==> src/logic/ixs_pkg.sv <==
// Purpose: Constants and types for the extender sequencing and timing block
// Assumes: 100 MHz hclk, AHB-Lite register access, word transfers only
// Notes:   Long counts are overridable by module parameters
package ixs_pkg;

    localparam int unsigned CLK_PERIOD_NS = 10;

    // --------------------------------------------------------------
    // Sequencing times
    // --------------------------------------------------------------
    localparam int unsigned T_ON_LOW_US       = 1;
    localparam int unsigned T_READY_US        = 65;
    localparam int unsigned T_REMOTE_RESET_MS = 180;
    localparam real         T_TIMEOUT_MS      = 31.5;
    localparam int unsigned T_IDLE_US         = 70;

    localparam int unsigned ON_LOW_CYC = T_ON_LOW_US * 1000 / CLK_PERIOD_NS;
    localparam int unsigned READY_CYC  = T_READY_US * 1000 / CLK_PERIOD_NS;
    localparam int unsigned RRESET_CYC = T_REMOTE_RESET_MS * 1000000 / CLK_PERIOD_NS;
    localparam int unsigned TMO_CYC    = int'(T_TIMEOUT_MS * 1000000.0 / CLK_PERIOD_NS);
    localparam int unsigned IDLE_CYC   = (T_IDLE_US * 1000 + CLK_PERIOD_NS - 1) / CLK_PERIOD_NS;
    localparam int unsigned LCNT_W     = 25;

    // --------------------------------------------------------------
    // Controller phase times in ns, index 0 Sm, 1 Fm, 2 Fm+
    // --------------------------------------------------------------
    localparam int unsigned LOW_NS   [3] = '{5800, 1500, 600};
    localparam int unsigned HIGH_NS  [3] = '{4200, 1000, 400};
    localparam int unsigned HDSTA_NS [3] = '{4200, 800, 300};
    localparam int unsigned SUSTO_NS [3] = '{4200, 800, 300};
    localparam int unsigned SUSTA_NS [3] = '{4800, 800, 300};
    localparam int unsigned BUF_NS   [3] = '{5000, 1500, 600};
    localparam int unsigned TMR_W        = 16;

    localparam logic [1:0] PROF_SM  = 2'h0;
    localparam logic [1:0] PROF_FM  = 2'h1;
    localparam logic [1:0] PROF_FMP = 2'h2;

    // --------------------------------------------------------------
    // Register map and fields
    // --------------------------------------------------------------
    localparam logic [7:0] ADDR_CMD     = 8'h00;
    localparam logic [7:0] ADDR_STATUS  = 8'h04;
    localparam logic [7:0] ADDR_IRQ_STS = 8'h08;
    localparam logic [7:0] ADDR_IRQ_CLR = 8'h0c;
    localparam logic [7:0] ADDR_IRQ_EN  = 8'h10;

    localparam logic [1:0] OP_BIT     = 2'h0;
    localparam logic [1:0] OP_START   = 2'h1;
    localparam logic [1:0] OP_STOP    = 2'h2;
    localparam logic [1:0] OP_RESTART = 2'h3;
    localparam int unsigned CMD_DATA_BIT = 8;

    localparam int unsigned IRQ_TMO   = 0;
    localparam int unsigned IRQ_DONE  = 1;
    localparam int unsigned IRQ_RRST  = 2;
    localparam int unsigned IRQ_READY = 3;
    localparam int unsigned IRQ_N     = 4;

    typedef enum logic [7:0] {
        ST_IDLE  = 8'h01,
        ST_START = 8'h02,
        ST_HELD  = 8'h04,
        ST_LOW   = 8'h08,
        ST_HIGH  = 8'h10,
        ST_STO   = 8'h20,
        ST_RSU   = 8'h40,
        ST_BUF   = 8'h80
    } ixs_state_t;

    function automatic logic [TMR_W-1:0] ixs_cyc(input int unsigned ns);
        int unsigned c;
        c = (ns + CLK_PERIOD_NS - 1) / CLK_PERIOD_NS;
        if (c == 0) c = 1;
        return TMR_W'(c);
    endfunction : ixs_cyc

endpackage : ixs_pkg

==> src/logic/ixs_seq_timing.sv <==
// Purpose: Power-on, ready and remote-reset sequencing plus bus timing
// Assumes: Pins are asynchronous and pass two flip-flops first
// Notes:   Remote-mode controller steps are issued one at a time by software
`timescale 1ns/1ps
module ixs_seq_timing
    import ixs_pkg::*;
#(
    parameter int unsigned P_READY_CYC  = READY_CYC,
    parameter int unsigned P_RRESET_CYC = RRESET_CYC,
    parameter int unsigned P_TMO_CYC    = TMO_CYC,
    parameter int unsigned P_IDLE_CYC   = IDLE_CYC
) (
    input  wire logic        hclk,
    input  wire logic        hresetn,
    input  wire logic        hsel,
    input  wire logic [31:0] haddr,
    input  wire logic [1:0]  htrans,
    input  wire logic        hwrite,
    input  wire logic [2:0]  hsize,
    input  wire logic [31:0] hwdata,
    input  wire logic        hready,
    output logic             hreadyout,
    output logic [31:0]      hrdata,
    output logic             hresp,
    input  wire logic        power_on,
    input  wire logic        node_remote,
    input  wire logic        link_rate_select_a,
    input  wire logic        link_rate_select_b,
    input  wire logic        scl_in,
    output logic             scl_out,
    output logic             scl_oe_n,
    input  wire logic        sda_in,
    output logic             sda_out,
    output logic             sda_oe_n,
    output logic             ready_n,
    output logic             remote_reset,
    output logic             irq
);

    typedef struct packed {
        logic              on_m, on_s, role_m, role_s;
        logic              sa_m, sa_s, sb_m, sb_s;
        logic              scl_m, scl_s, sda_m, sda_s;
        logic [1:0]        prof;
        logic [LCNT_W-1:0] on_low_cnt;
        logic [LCNT_W-1:0] rdy_cnt;
        logic              ready_n;
        logic              rreset;
        logic [LCNT_W-1:0] scl_lo_cnt;
        logic [LCNT_W-1:0] scl_hi_cnt;
        logic              bus_idle;
        ixs_state_t        st;
        logic [TMR_W-1:0]  tmr;
        logic [1:0]        op;
        logic              dbit;
        logic              rxbit;
        logic              busy;
        logic              scl_oe_n;
        logic              sda_oe_n;
        logic [IRQ_N-1:0]  irq_sts;
        logic [IRQ_N-1:0]  irq_en;
        logic              irq;
        logic              wr_pend;
        logic [7:0]        wr_addr;
        logic [31:0]       hrdata;
    } ixs_regs_t;

    ixs_regs_t s_r;
    ixs_regs_t s_nxt;

    function automatic logic [LCNT_W-1:0] sat_inc(input logic [LCNT_W-1:0] v,
                                                  input logic [LCNT_W-1:0] lim);
        return (v >= lim) ? lim : v + LCNT_W'(1);
    endfunction : sat_inc

    function automatic logic [1:0] prof_dec(input logic a, input logic b);
        return a ? PROF_FMP : (b ? PROF_FM : PROF_SM);
    endfunction : prof_dec

    function automatic logic [TMR_W-1:0] phase_len(input logic [1:0] p, input ixs_state_t st);
        int unsigned i;
        i = (p == PROF_FMP) ? 2 : ((p == PROF_FM) ? 1 : 0);
        case (st)
            ST_LOW:   return ixs_cyc(LOW_NS[i]);
            ST_HIGH:  return ixs_cyc(HIGH_NS[i]);
            ST_START: return ixs_cyc(HDSTA_NS[i]);
            ST_STO:   return ixs_cyc(SUSTO_NS[i]);
            ST_RSU:   return ixs_cyc(SUSTA_NS[i]);
            ST_BUF:   return ixs_cyc(BUF_NS[i]);
            default:  return TMR_W'(1);
        endcase
    endfunction : phase_len

    logic soft_rst;
    logic abort;
    logic tmr_run;
    logic tmr_done;

    always_comb begin
        logic [IRQ_N-1:0] evt;
        logic [IRQ_N-1:0] clr;
        evt   = '0;
        clr   = '0;
        s_nxt = s_r;

        s_nxt.on_m   = power_on;
        s_nxt.on_s   = s_r.on_m;
        s_nxt.role_m = node_remote;
        s_nxt.role_s = s_r.role_m;
        s_nxt.sa_m   = link_rate_select_a;
        s_nxt.sa_s   = s_r.sa_m;
        s_nxt.sb_m   = link_rate_select_b;
        s_nxt.sb_s   = s_r.sb_m;
        s_nxt.scl_m  = scl_in;
        s_nxt.scl_s  = s_r.scl_m;
        s_nxt.sda_m  = sda_in;
        s_nxt.sda_s  = s_r.sda_m;
        s_nxt.prof   = prof_dec(s_r.sa_s, s_r.sb_s);

        // ----------------------------------------------------------
        // Power-on sequencing
        // ----------------------------------------------------------
        // Short low pulses ignored
        soft_rst = !s_r.on_s && (s_r.on_low_cnt >= LCNT_W'(ON_LOW_CYC));
        if (!s_r.on_s) begin
            s_nxt.on_low_cnt = sat_inc(s_r.on_low_cnt, LCNT_W'(P_RRESET_CYC));
        end else begin
            s_nxt.on_low_cnt = '0;
        end
        if (s_r.on_s) begin
            s_nxt.rreset = 1'b0;
        end else if (!s_r.role_s && !s_r.rreset
                     && s_nxt.on_low_cnt == LCNT_W'(P_RRESET_CYC)) begin
            s_nxt.rreset  = 1'b1;
            evt[IRQ_RRST] = 1'b1;
        end
        if (soft_rst) begin
            s_nxt.rdy_cnt = '0;
            s_nxt.ready_n = 1'b1;
        end else if (s_r.on_s) begin
            s_nxt.rdy_cnt = sat_inc(s_r.rdy_cnt, LCNT_W'(P_READY_CYC));
            if (s_r.ready_n && s_r.rdy_cnt == LCNT_W'(P_READY_CYC)
                && (s_r.role_s || s_r.bus_idle)) begin
                s_nxt.ready_n  = 1'b0;
                evt[IRQ_READY] = 1'b1;
            end
        end

        // ----------------------------------------------------------
        // Clock line watch
        // ----------------------------------------------------------
        if (!s_r.scl_s) begin
            s_nxt.scl_lo_cnt = sat_inc(s_r.scl_lo_cnt, LCNT_W'(P_TMO_CYC));
            s_nxt.scl_hi_cnt = '0;
        end else begin
            s_nxt.scl_lo_cnt = '0;
            s_nxt.scl_hi_cnt = sat_inc(s_r.scl_hi_cnt, LCNT_W'(P_IDLE_CYC));
        end
        if (s_nxt.scl_lo_cnt == LCNT_W'(P_TMO_CYC) && s_r.scl_lo_cnt != LCNT_W'(P_TMO_CYC)) begin
            evt[IRQ_TMO] = 1'b1;
        end
        s_nxt.bus_idle = (s_nxt.scl_hi_cnt == LCNT_W'(P_IDLE_CYC));

        // ----------------------------------------------------------
        // Remote-mode controller
        // ----------------------------------------------------------
        abort = soft_rst || !s_r.role_s || evt[IRQ_TMO];
        // High, stop-setup and restart-setup phases wait while the clock is stretched; start hold and bus free do not
        tmr_run  = !(s_r.st inside {ST_HIGH, ST_STO, ST_RSU}) || s_r.scl_s;
        tmr_done = tmr_run && (s_r.tmr == phase_len(s_r.prof, s_r.st) - TMR_W'(1));
        if (tmr_run) begin
            s_nxt.tmr = tmr_done ? '0 : s_r.tmr + TMR_W'(1);
        end
        if (abort) begin
            s_nxt.st       = ST_IDLE;
            s_nxt.busy     = 1'b0;
            s_nxt.scl_oe_n = 1'b1;
            s_nxt.sda_oe_n = 1'b1;
            s_nxt.tmr      = '0;
        end else begin
            case (s_r.st)
                ST_IDLE: begin
                    s_nxt.tmr = '0;
                    if (s_r.busy && s_r.op != OP_START) begin
                        s_nxt.busy = 1'b0;
                    end else if (s_r.busy && s_r.bus_idle) begin
                        s_nxt.st       = ST_START;
                        s_nxt.sda_oe_n = 1'b0;
                    end
                end
                ST_START: if (tmr_done) begin
                    s_nxt.st       = ST_HELD;
                    s_nxt.scl_oe_n = 1'b0;
                    s_nxt.busy     = 1'b0;
                    evt[IRQ_DONE]  = 1'b1;
                end
                ST_HELD: begin
                    s_nxt.tmr = '0;
                    if (s_r.busy && s_r.op == OP_START) begin
                        s_nxt.busy = 1'b0;
                    end else if (s_r.busy) begin
                        s_nxt.st       = ST_LOW;
                        s_nxt.sda_oe_n = (s_r.op == OP_BIT) ? s_r.dbit : (s_r.op != OP_STOP);
                    end
                end
                // Low then high fill one period
                ST_LOW: if (tmr_done) begin
                    s_nxt.scl_oe_n = 1'b1;
                    s_nxt.st = (s_r.op == OP_BIT) ? ST_HIGH
                             : ((s_r.op == OP_STOP) ? ST_STO : ST_RSU);
                end
                ST_HIGH: if (tmr_done) begin
                    s_nxt.rxbit    = s_r.sda_s;
                    s_nxt.scl_oe_n = 1'b0;
                    s_nxt.st       = ST_HELD;
                    s_nxt.busy     = 1'b0;
                    evt[IRQ_DONE]  = 1'b1;
                end
                ST_STO: if (tmr_done) begin
                    s_nxt.sda_oe_n = 1'b1;
                    s_nxt.st       = ST_BUF;
                end
                ST_RSU: if (tmr_done) begin
                    s_nxt.sda_oe_n = 1'b0;
                    s_nxt.st       = ST_START;
                end
                ST_BUF: if (tmr_done) begin
                    s_nxt.st      = ST_IDLE;
                    s_nxt.busy    = 1'b0;
                    evt[IRQ_DONE] = 1'b1;
                end
                default: begin
                    s_nxt.st = ST_IDLE;
                end
            endcase
        end

        // ----------------------------------------------------------
        // Bus slave
        // ----------------------------------------------------------
        s_nxt.wr_pend = hsel && htrans[1] && hready && hwrite;
        s_nxt.wr_addr = haddr[7:0];
        if (hsel && htrans[1] && hready && !hwrite) begin
            case (haddr[7:0])
                ADDR_STATUS:  s_nxt.hrdata = {24'h0, s_r.rreset, !s_r.ready_n, s_r.prof,
                                              s_r.role_s, s_r.bus_idle, s_r.rxbit, s_r.busy};
                ADDR_IRQ_STS: s_nxt.hrdata = {28'h0, s_r.irq_sts};
                ADDR_IRQ_EN:  s_nxt.hrdata = {28'h0, s_r.irq_en};
                default:      s_nxt.hrdata = 32'h0;
            endcase
        end
        if (s_r.wr_pend) begin
            case (s_r.wr_addr)
                ADDR_CMD: if (!s_r.busy && s_r.role_s && !abort) begin
                    s_nxt.busy = 1'b1;
                    s_nxt.op   = hwdata[1:0];
                    s_nxt.dbit = hwdata[CMD_DATA_BIT];
                end
                ADDR_IRQ_CLR: clr = hwdata[IRQ_N-1:0];
                ADDR_IRQ_EN:  s_nxt.irq_en = hwdata[IRQ_N-1:0];
                default: ;
            endcase
        end
        // Set beats clear when both land together
        s_nxt.irq_sts = (s_r.irq_sts & ~clr) | evt;
        s_nxt.irq     = |(s_nxt.irq_sts & s_nxt.irq_en);
    end

    always_ff @(posedge hclk or negedge hresetn) begin
        if (!hresetn) begin
            s_r          <= '0;
            s_r.st       <= ST_IDLE;
            s_r.ready_n  <= 1'b1;
            s_r.scl_oe_n <= 1'b1;
            s_r.sda_oe_n <= 1'b1;
        end else begin
            s_r <= s_nxt;
        end
    end

    // Zero wait states, so ready never drops
    assign hreadyout    = 1'b1;
    assign hresp        = 1'b0;
    assign hrdata       = s_r.hrdata;
    assign scl_out      = 1'b0;
    assign sda_out      = 1'b0;
    assign scl_oe_n     = s_r.scl_oe_n;
    assign sda_oe_n     = s_r.sda_oe_n;
    assign ready_n      = s_r.ready_n;
    assign remote_reset = s_r.rreset;
    assign irq          = s_r.irq;
endmodule : ixs_seq_timing

==> config.mk <==
export PLATFORM = sky130hd
export DESIGN_NAME = ixs_seq_timing
export DESIGN_NICKNAME = d
export VERILOG_FILES = /design/src/logic/ixs_pkg.sv /design/src/logic/ixs_seq_timing.sv
export SDC_FILE = /design/constraint.sdc
export NUM_CORES = 1
export LEC_CHECK = 0
export BUFFER_PORTS_ARGS = -buffer_cell sky130_fd_sc_hd__buf_2
export CAP_MARGIN = 10
export CORE_ASPECT_RATIO = 2
export CORE_MARGIN = 2
export CORE_UTILIZATION = 29
export DETAILED_ROUTE_END_ITERATION = 12
export GPL_TIMING_DRIVEN = 0
export HOLD_SLACK_MARGIN = 0.08
export PLACE_DENSITY = 0.52
export SKIP_LAST_GASP = 1
export SLEW_MARGIN = 20
export SYNTH_ARGS = -nofsm -noshare
export SYNTH_HDL_FRONTEND = slang
export SYNTH_SLANG_ARGS = --single-unit
==> constraint.sdc <==
create_clock -name hclk -period 5.25 [get_ports hclk]
set_clock_uncertainty 0.15 [all_clocks]
set_input_delay 0 -clock hclk [delete_from_list [all_inputs] [get_ports hclk]]
set_output_delay 0 -clock hclk [all_outputs]
set_load 0.02 [all_outputs]
=== Word-level counts from Yosys, hierarchy flattened ===
Index checks and enable logic that the tools add are counted.

* Add/subtract/negate cells: 16
* Multipliers: 0
* Div/mod/pow operators: 5
* Magnitude comparators: 6
* Equal/unequal tests: 36
* Shifts and indexed selects: 0
* Mux-type cells: 85
* Bitwise operators: 6
* Reductions and logical operators: 53

{| class="wikitable"
|+ Operators with widths
! operator !! count
|-
| $bmux W32 S2 || 5
|-
| $mux W32 || 10
|-
| $add A32 B4 Y32 const B || 5
|-
| $div A32 B4 Y32 const B || 5
|-
| $logic_not A32 Y1 || 5
|-
| $sub A32 B1 Y32 const B || 5
|-
| $mux W16 || 8
|-
| $mux W25 || 5
|-
| $add A25 B1 Y25 const B || 4
|-
| $pmux W16 S5 || 1
|-
| $mux W8 || 9
|-
| $pmux W8 S7 || 1
|-
| $mux W26 || 2
|-
| $eq A25 B13 Y1 const B || 2
|-
| $ge A25 B13 Y1 const B || 2
|-
| $mux W50 || 1
|-
| $ge A33 B3 Y1 const B || 1
|-
| $not A2 Y33 || 1
|-
| $ne A3 B3 Y1 const B || 10
|-
| $mux W1 || 27
|-
| $eq A25 B22 Y1 const B || 1
|-
| $eq A25 B25 Y1 const B || 1
|-
| $ge A25 B22 Y1 const B || 1
|-
| $ge A25 B25 Y1 const B || 1
|-
| 48 further kinds || 94
|}

* Register bits: 198
* Latch bits: 0
* Bits in writable memories: 0
* Memory bits (read-only): 0
* Input bits: 80
* Output and inout port bits: 41
* Logic and storage cells: 241
* Memories kept: 0

=== Depth between registers and ports, before layout ===
* Word-level depth: 22
* Depth in mapped cells: 20
* Gate-level depth less buffers: 17

=== Worst setup path before layout ===
Ideal clock, no wire load.

* Kind: register to register
* From: register s_r[184] in the netlist's numbering
* To: register s_r[77] in the netlist's numbering
* Setup time: 78 ps
* Data arrival time: 4,120 ps
* Data required time: 5,022 ps
* Setup slack: 902 ps
* Cell stages (with the launch flop): 19
* Buffers on the path: 1
* Clock period less this slack: 4,348 ps
* Cell sequence: dfrtp_1 inv_1 ha_1 clkbuf_1 inv_1 ha_1 nand2b_1 a21oi_1 or3_4 and3_1 ha_1 xor2_1 o311ai_0 a311oi_1 nand3_1 nor4b_2 o2111ai_2 a2111o_1 a21oi_1

* Longest elaborated chain between the ends: 18
* Elaborated cells on any way between the ends: 55
* Classes of those cells: add/sub: 11; div: 5; eq/ne: 8; mux: 23; bitwise: 1; reduce/logical: 7

{| class="wikitable"
|+ RTL lines
! what !! line !! RTL
|-
| start: declaration || ixs_seq_timing.sv:68 || <nowiki>ixs_regs_t s_r;</nowiki>
|-
| start signal: assignment || ixs_seq_timing.sv:277 || <nowiki>s_r <= s_nxt;</nowiki>
|-
| $eq A2 B1 Y1 || ixs_seq_timing.sv:82 || <nowiki>i = (p == PROF_FMP) ? 2 : ((p == PROF_FM) ? 1 : 0);</nowiki>
|-
| $mux W1 || ixs_seq_timing.sv:82 ||
|-
| $mux W2 (*) || ixs_seq_timing.sv:82 ||
|-
| $not A2 Y33 (implied by the code) (*) || n/a ||
|-
| $bmux W32 S2 (on tied branches) || n/a ||
|-
| $mux W32 (on tied branches) (2 in a row) || n/a ||
|-
| $add A32 B4 Y32 || ixs_pkg.sv:73 || <nowiki>c = (ns + CLK_PERIOD_NS - 1) / CLK_PERIOD_NS;</nowiki>
|-
| $sub A32 B1 Y32 || ixs_pkg.sv:73 ||
|-
| $div A32 B4 Y32 || ixs_pkg.sv:73 ||
|-
| $logic_not A32 Y1 || ixs_pkg.sv:74 || <nowiki>if (c == 0) c = 1;</nowiki>
|-
| $mux W16 || ixs_pkg.sv:74 ||
|-
| $pmux W16 S5 (*) || ixs_seq_timing.sv:83 || <nowiki>case (st)</nowiki>
|-
| $sub A16 B1 Y16 (*) || ixs_seq_timing.sv:170 || <nowiki>tmr_done = tmr_run && (s_r.tmr == phase_len(s_r.prof, s_r.st) - TMR_W'(1));</nowiki>
|-
| $eq A16 B16 Y1 (*) || ixs_seq_timing.sv:170 ||
|-
| $logic_and A1 B1 Y1 (*) || ixs_seq_timing.sv:170 ||
|-
| $ne A3 B3 Y1 (no source line) or $ne A3 B1 Y1 (tied branches) || n/a ||
|-
| $reduce_and A9 Y1 (no source line) (*) || n/a ||
|}

Mark *: on every way between the ends. The rest lies on a longest branch, timed or not. The select of a mux whose other input is x is not followed.
A chain may end at the register's enable or synchronous reset.

==> flow_metrics.env <==
export IMPL_cts_max_path_buffers=2
export IMPL_ir_drop_mv=0.244
export IMPL_cap_violations=0
export IMPL_synth_simple_area_share_pct=24.4
export IMPL_power_frac_clock_pct=43.1
export IMPL_synth_top_cell_area_share_pct=43.0
export IMPL_worstHoldStart="hwrite"
export IMPL_reg2reg_to="irq"
export IMPL_yosys_top_cells_area="dfrtp_1, nor2_1, nand2_1"
export IMPL_synthAdderAreaFrac_pct=2.02
export IMPL_post_route_min_period_ns=5.02
export IMPL_synth_flop_cell="dfrtp_1"
export IMPL_gr_total_overflow=0
export IMPL_power_total_mw=2.86
export IMPL_hpwl_microns=20500
export IMPL_first_iter_violations=339
export IMPL_clk_pin_slew_worst_paths_ns=0.07
export IMPL_synth_cell_type_count=92
export IMPL_synth_xor_area_share_pct=6.19
export IMPL_grtUsageMet1_pct=14.9
export IMPL_cts_tree="yes"
export IMPL_rsz0062_at_grt="false"
export IMPL_start_util_pct=29.4
export IMPL_reg2reg_slack_ns=0.23
export IMPL_gp_congestion=0.873
export IMPL_setup_viol=0
export IMPL_antenna_cells=0
export IMPL_grt_busiest_layer="met2"
export IMPL_cts_sinks=174
export IMPL_synth_cells=1046
export IMPL_cp_arrival_ns=5.20
export IMPL_hold_viol=0
export IMPL_worstSetupPathType="flip-flop to flip-flop"
export IMPL_seqPwrFrac_pct=49.4
export IMPL_synth_top_area_cell="dfrtp_1"
export IMPL_p_int_mw=2.09
export IMPL_insertion_delay_ns=0.45
export IMPL_r2r_start="s_r[184]"
export IMPL_hold_depth=4
export IMPL_drt_pre_antenna_iters=5
export IMPL_htreeDepth=4
export IMPL_grt_max_degree=88
export IMPL_worstPathRequired_ns=5.44
export IMPL_synth_seq_cells=174
export IMPL_start_kind="flip-flop"
export IMPL_clock_fmax_mhz=199
export IMPL_cts_setup_buffers=0
export IMPL_ys_seq_area_share_pct=44.0
export IMPL_pwr_density_cell_nw_per_um2=243
export IMPL_synth_warnings=0
export IMPL_grt_met2_usage_pct=30.2
export IMPL_grt_util_all_layers_pct=15.5
export IMPL_grt_pass1_wl_microns=43400
export IMPL_maxSlewViolCount=0
export IMPL_fin_ws_ns=0.232
export IMPL_synth_top_family_by_area="simple AND/OR/NAND/NOR gates"
export IMPL_r2r_cells=19
export IMPL_area_growth_pct=19.0
export IMPL_numCtsBuffers=17
export IMPL_grt_util_met3_pct=2.12
export IMPL_grt_antenna_before_repair=0
export IMPL_cts_root_buf="clkbuf_16"
export IMPL_power_leakage_nw=4.87
export IMPL_fin_nets=1275
export IMPL_holdWs_ns=0.0775
export IMPL_synth_edf_count=0
export IMPL_die_y_microns=265
export IMPL_synth_compound_area_share_pct=15.2
export IMPL_port_buffers=37
export IMPL_power_frac_comb_pct=7.5
export IMPL_switching_power_mw=0.764
export IMPL_die_area_sq_um=35700
export IMPL_die_width_microns=135
export IMPL_async_reset_ff_share_pct=100
export IMPL_routedWlPerCell_microns=16.4
export IMPL_worstMarginPinSlew_ns=0.937
export IMPL_final_cell_mix="dfrtp_1, nor2_1, nand2_1, nand3_1"
export IMPL_via_count=8160
export IMPL_avgSynthCellArea_sq_um=9.46
export IMPL_pre_cts_slack_ns=-0.0185
export IMPL_fillCellCount=3440
export IMPL_fin_setup_tns_ns=0
export IMPL_netlist_area_sq_um=9900
export IMPL_hold_end="hrdata[0]"
export IMPL_hold_path_class="primary input to flip-flop"
export IMPL_grt_pass1_vias=8370
export IMPL_relSlewSlack_pct=36.7
export IMPL_vias_per_cell=5.01
export IMPL_core_area_sq_um=33600
export IMPL_ioPinCount=121
export IMPL_status="finished, final reports clean"
export IMPL_ant_nets=0
export IMPL_rows=95
export IMPL_period_share_pct=95.6
export IMPL_synthMuxAreaShare_pct=1.85
export IMPL_totalWireLength_microns=26600
export IMPL_final_layout_size_suffix_gt1_share_pct=15.0
export IMPL_drc=0
export IMPL_critPathMaxFanout=10
export IMPL_sw_frac_of_total_pct=26.8
export IMPL_end_kind="flip-flop"
export IMPL_final_common_cell="dfrtp_1"
[state kept, by name, indices dropped and copies added (netlist names)]
signal	flops
s_nxt	6
ready_n	1
scl_oe_n	1
hrdata	8
sda_oe_n	1
remote_reset	1
s_r	155
irq	1
[power by group through the flow]
stage	sequential [mW]	clock (mW)	combinational, mW
final	1.41	1.23	0.214
after global routing	1.42	1.33	0.243
after CTS	1.41	1.27	0.217
after detailed placement	1.44	0	0.194
after global placement	1.44	0	0.188
after floorplan	1.43	0	0.120
[synth_stat cells, drive strengths merged, types with 3 or more instances]
cell type and instances:
mux2 10, and3 19, o41ai 3, inv 34, and2 19, buf 50
a41oi 3, nor4b 9, o31a 4, o2bb2ai 9, xnor2 35, dfstp 4
nand4 25, a2111oi 3, mux2i 7, nand4b 8, o32ai 8, a22oi 4
or2 11, or4 6, xor2 35, o2111ai 8, a31oi 5, dfrtp 170
nor4 24, nand2 88, o21ai 47, o221ai 3, a21oi 43, nor3 25
nand2b 20, nor3b 6, nor2b 8, a21o 4, o211ai 10, or3 7
o31ai 8, ha 16, a21boi 10, clkbuf 34, nor2 96, nand3 51
and4 8, and4b 5, a22o 10
[kinds of logic (layout without fill, tap and decap cells)]
logic type                 Yosys count  after routing
AOI/OAI and AO/OA                  206            206
xor gates and xnor gates            70             70
adders and majority gates           16             16
buffers and inverters              118            223
DFF                                174            174
muxes                               17             17
other                                2             43
and+or+nand+nor                    443            443
[layout make-up]
type                            count  area [sq um]  share of cell area (%)
Buffer                             84           485                    4.12
Timing Repair Buffer               73           591                    5.01
Clock buffer                       17           425                    3.61
Tap cell                          436           546                    4.63
Inverter                           34           128                    1.08
Multi-Input combinational cell    795          5100                    43.3
Clock inverter                     15           144                    1.22
Sequential cell                   174          4360                    37.0
[metrics by stage]
step | area (sq um) | std cells | util (%)
finish | 11800 | 1628 | 35.0
global route | 11800 | 1628 | 35.0
CTS | 11800 | 1628 | 35.0
detailed placement | 10800 | 1561 | 32.2
global placement | 10800 | 1560 | 32.1
floorplan | 10100 | 1087 | -
[critical path, cell delays in order, from the launching register on]
cell and delay [ns]:
dfrtp_1 0.42, inv_1 0.10, ha_1 0.21, clkbuf_2 0.27, inv_1 0.22, ha_1 0.34
nand2b_1 0.09, a21oi_1 0.06, or3_4 0.40, and3_1 0.18, ha_1 0.31, xor2_1 0.16
o311ai_0 0.14, a311oi_1 0.25, nand3_1 0.17, nor4_1 0.33, o2111a_2 0.38, clkbuf_4 0.28
nand3_1 0.13, o211ai_1 0.29
[worst max-delay path by stage]
stage                     startpoint       to  slack [ns]  depth (start not counted)
after global routing        s_r[184]      irq       0.006                         19
after floorplan             s_r[184]  s_r[77]        0.90                         18
after detailed placement    s_r[184]      irq       -0.02                         19
after CTS                   s_r[184]      irq        0.20                         19
after global placement      s_r[184]      irq       -0.02                         19
final                       s_r[184]      irq        0.23                         19
[layer usage]
layer	vias up	wire (microns)
li1	3974	-
met1	3949	9370
met4	0	1300
met5	-	0
met3	73	622
met2	164	15300
[what timing repair did]
item | in CTS | in global routing
gates resized for setup | 1 | 2
hold buffers | 35 | 0
pin swaps | 0 | 1
hold endpoints to repair | 205 | 0
setup endpoints to repair | 1 | 1
Note: power is estimated with default switching activity, not from simulation.
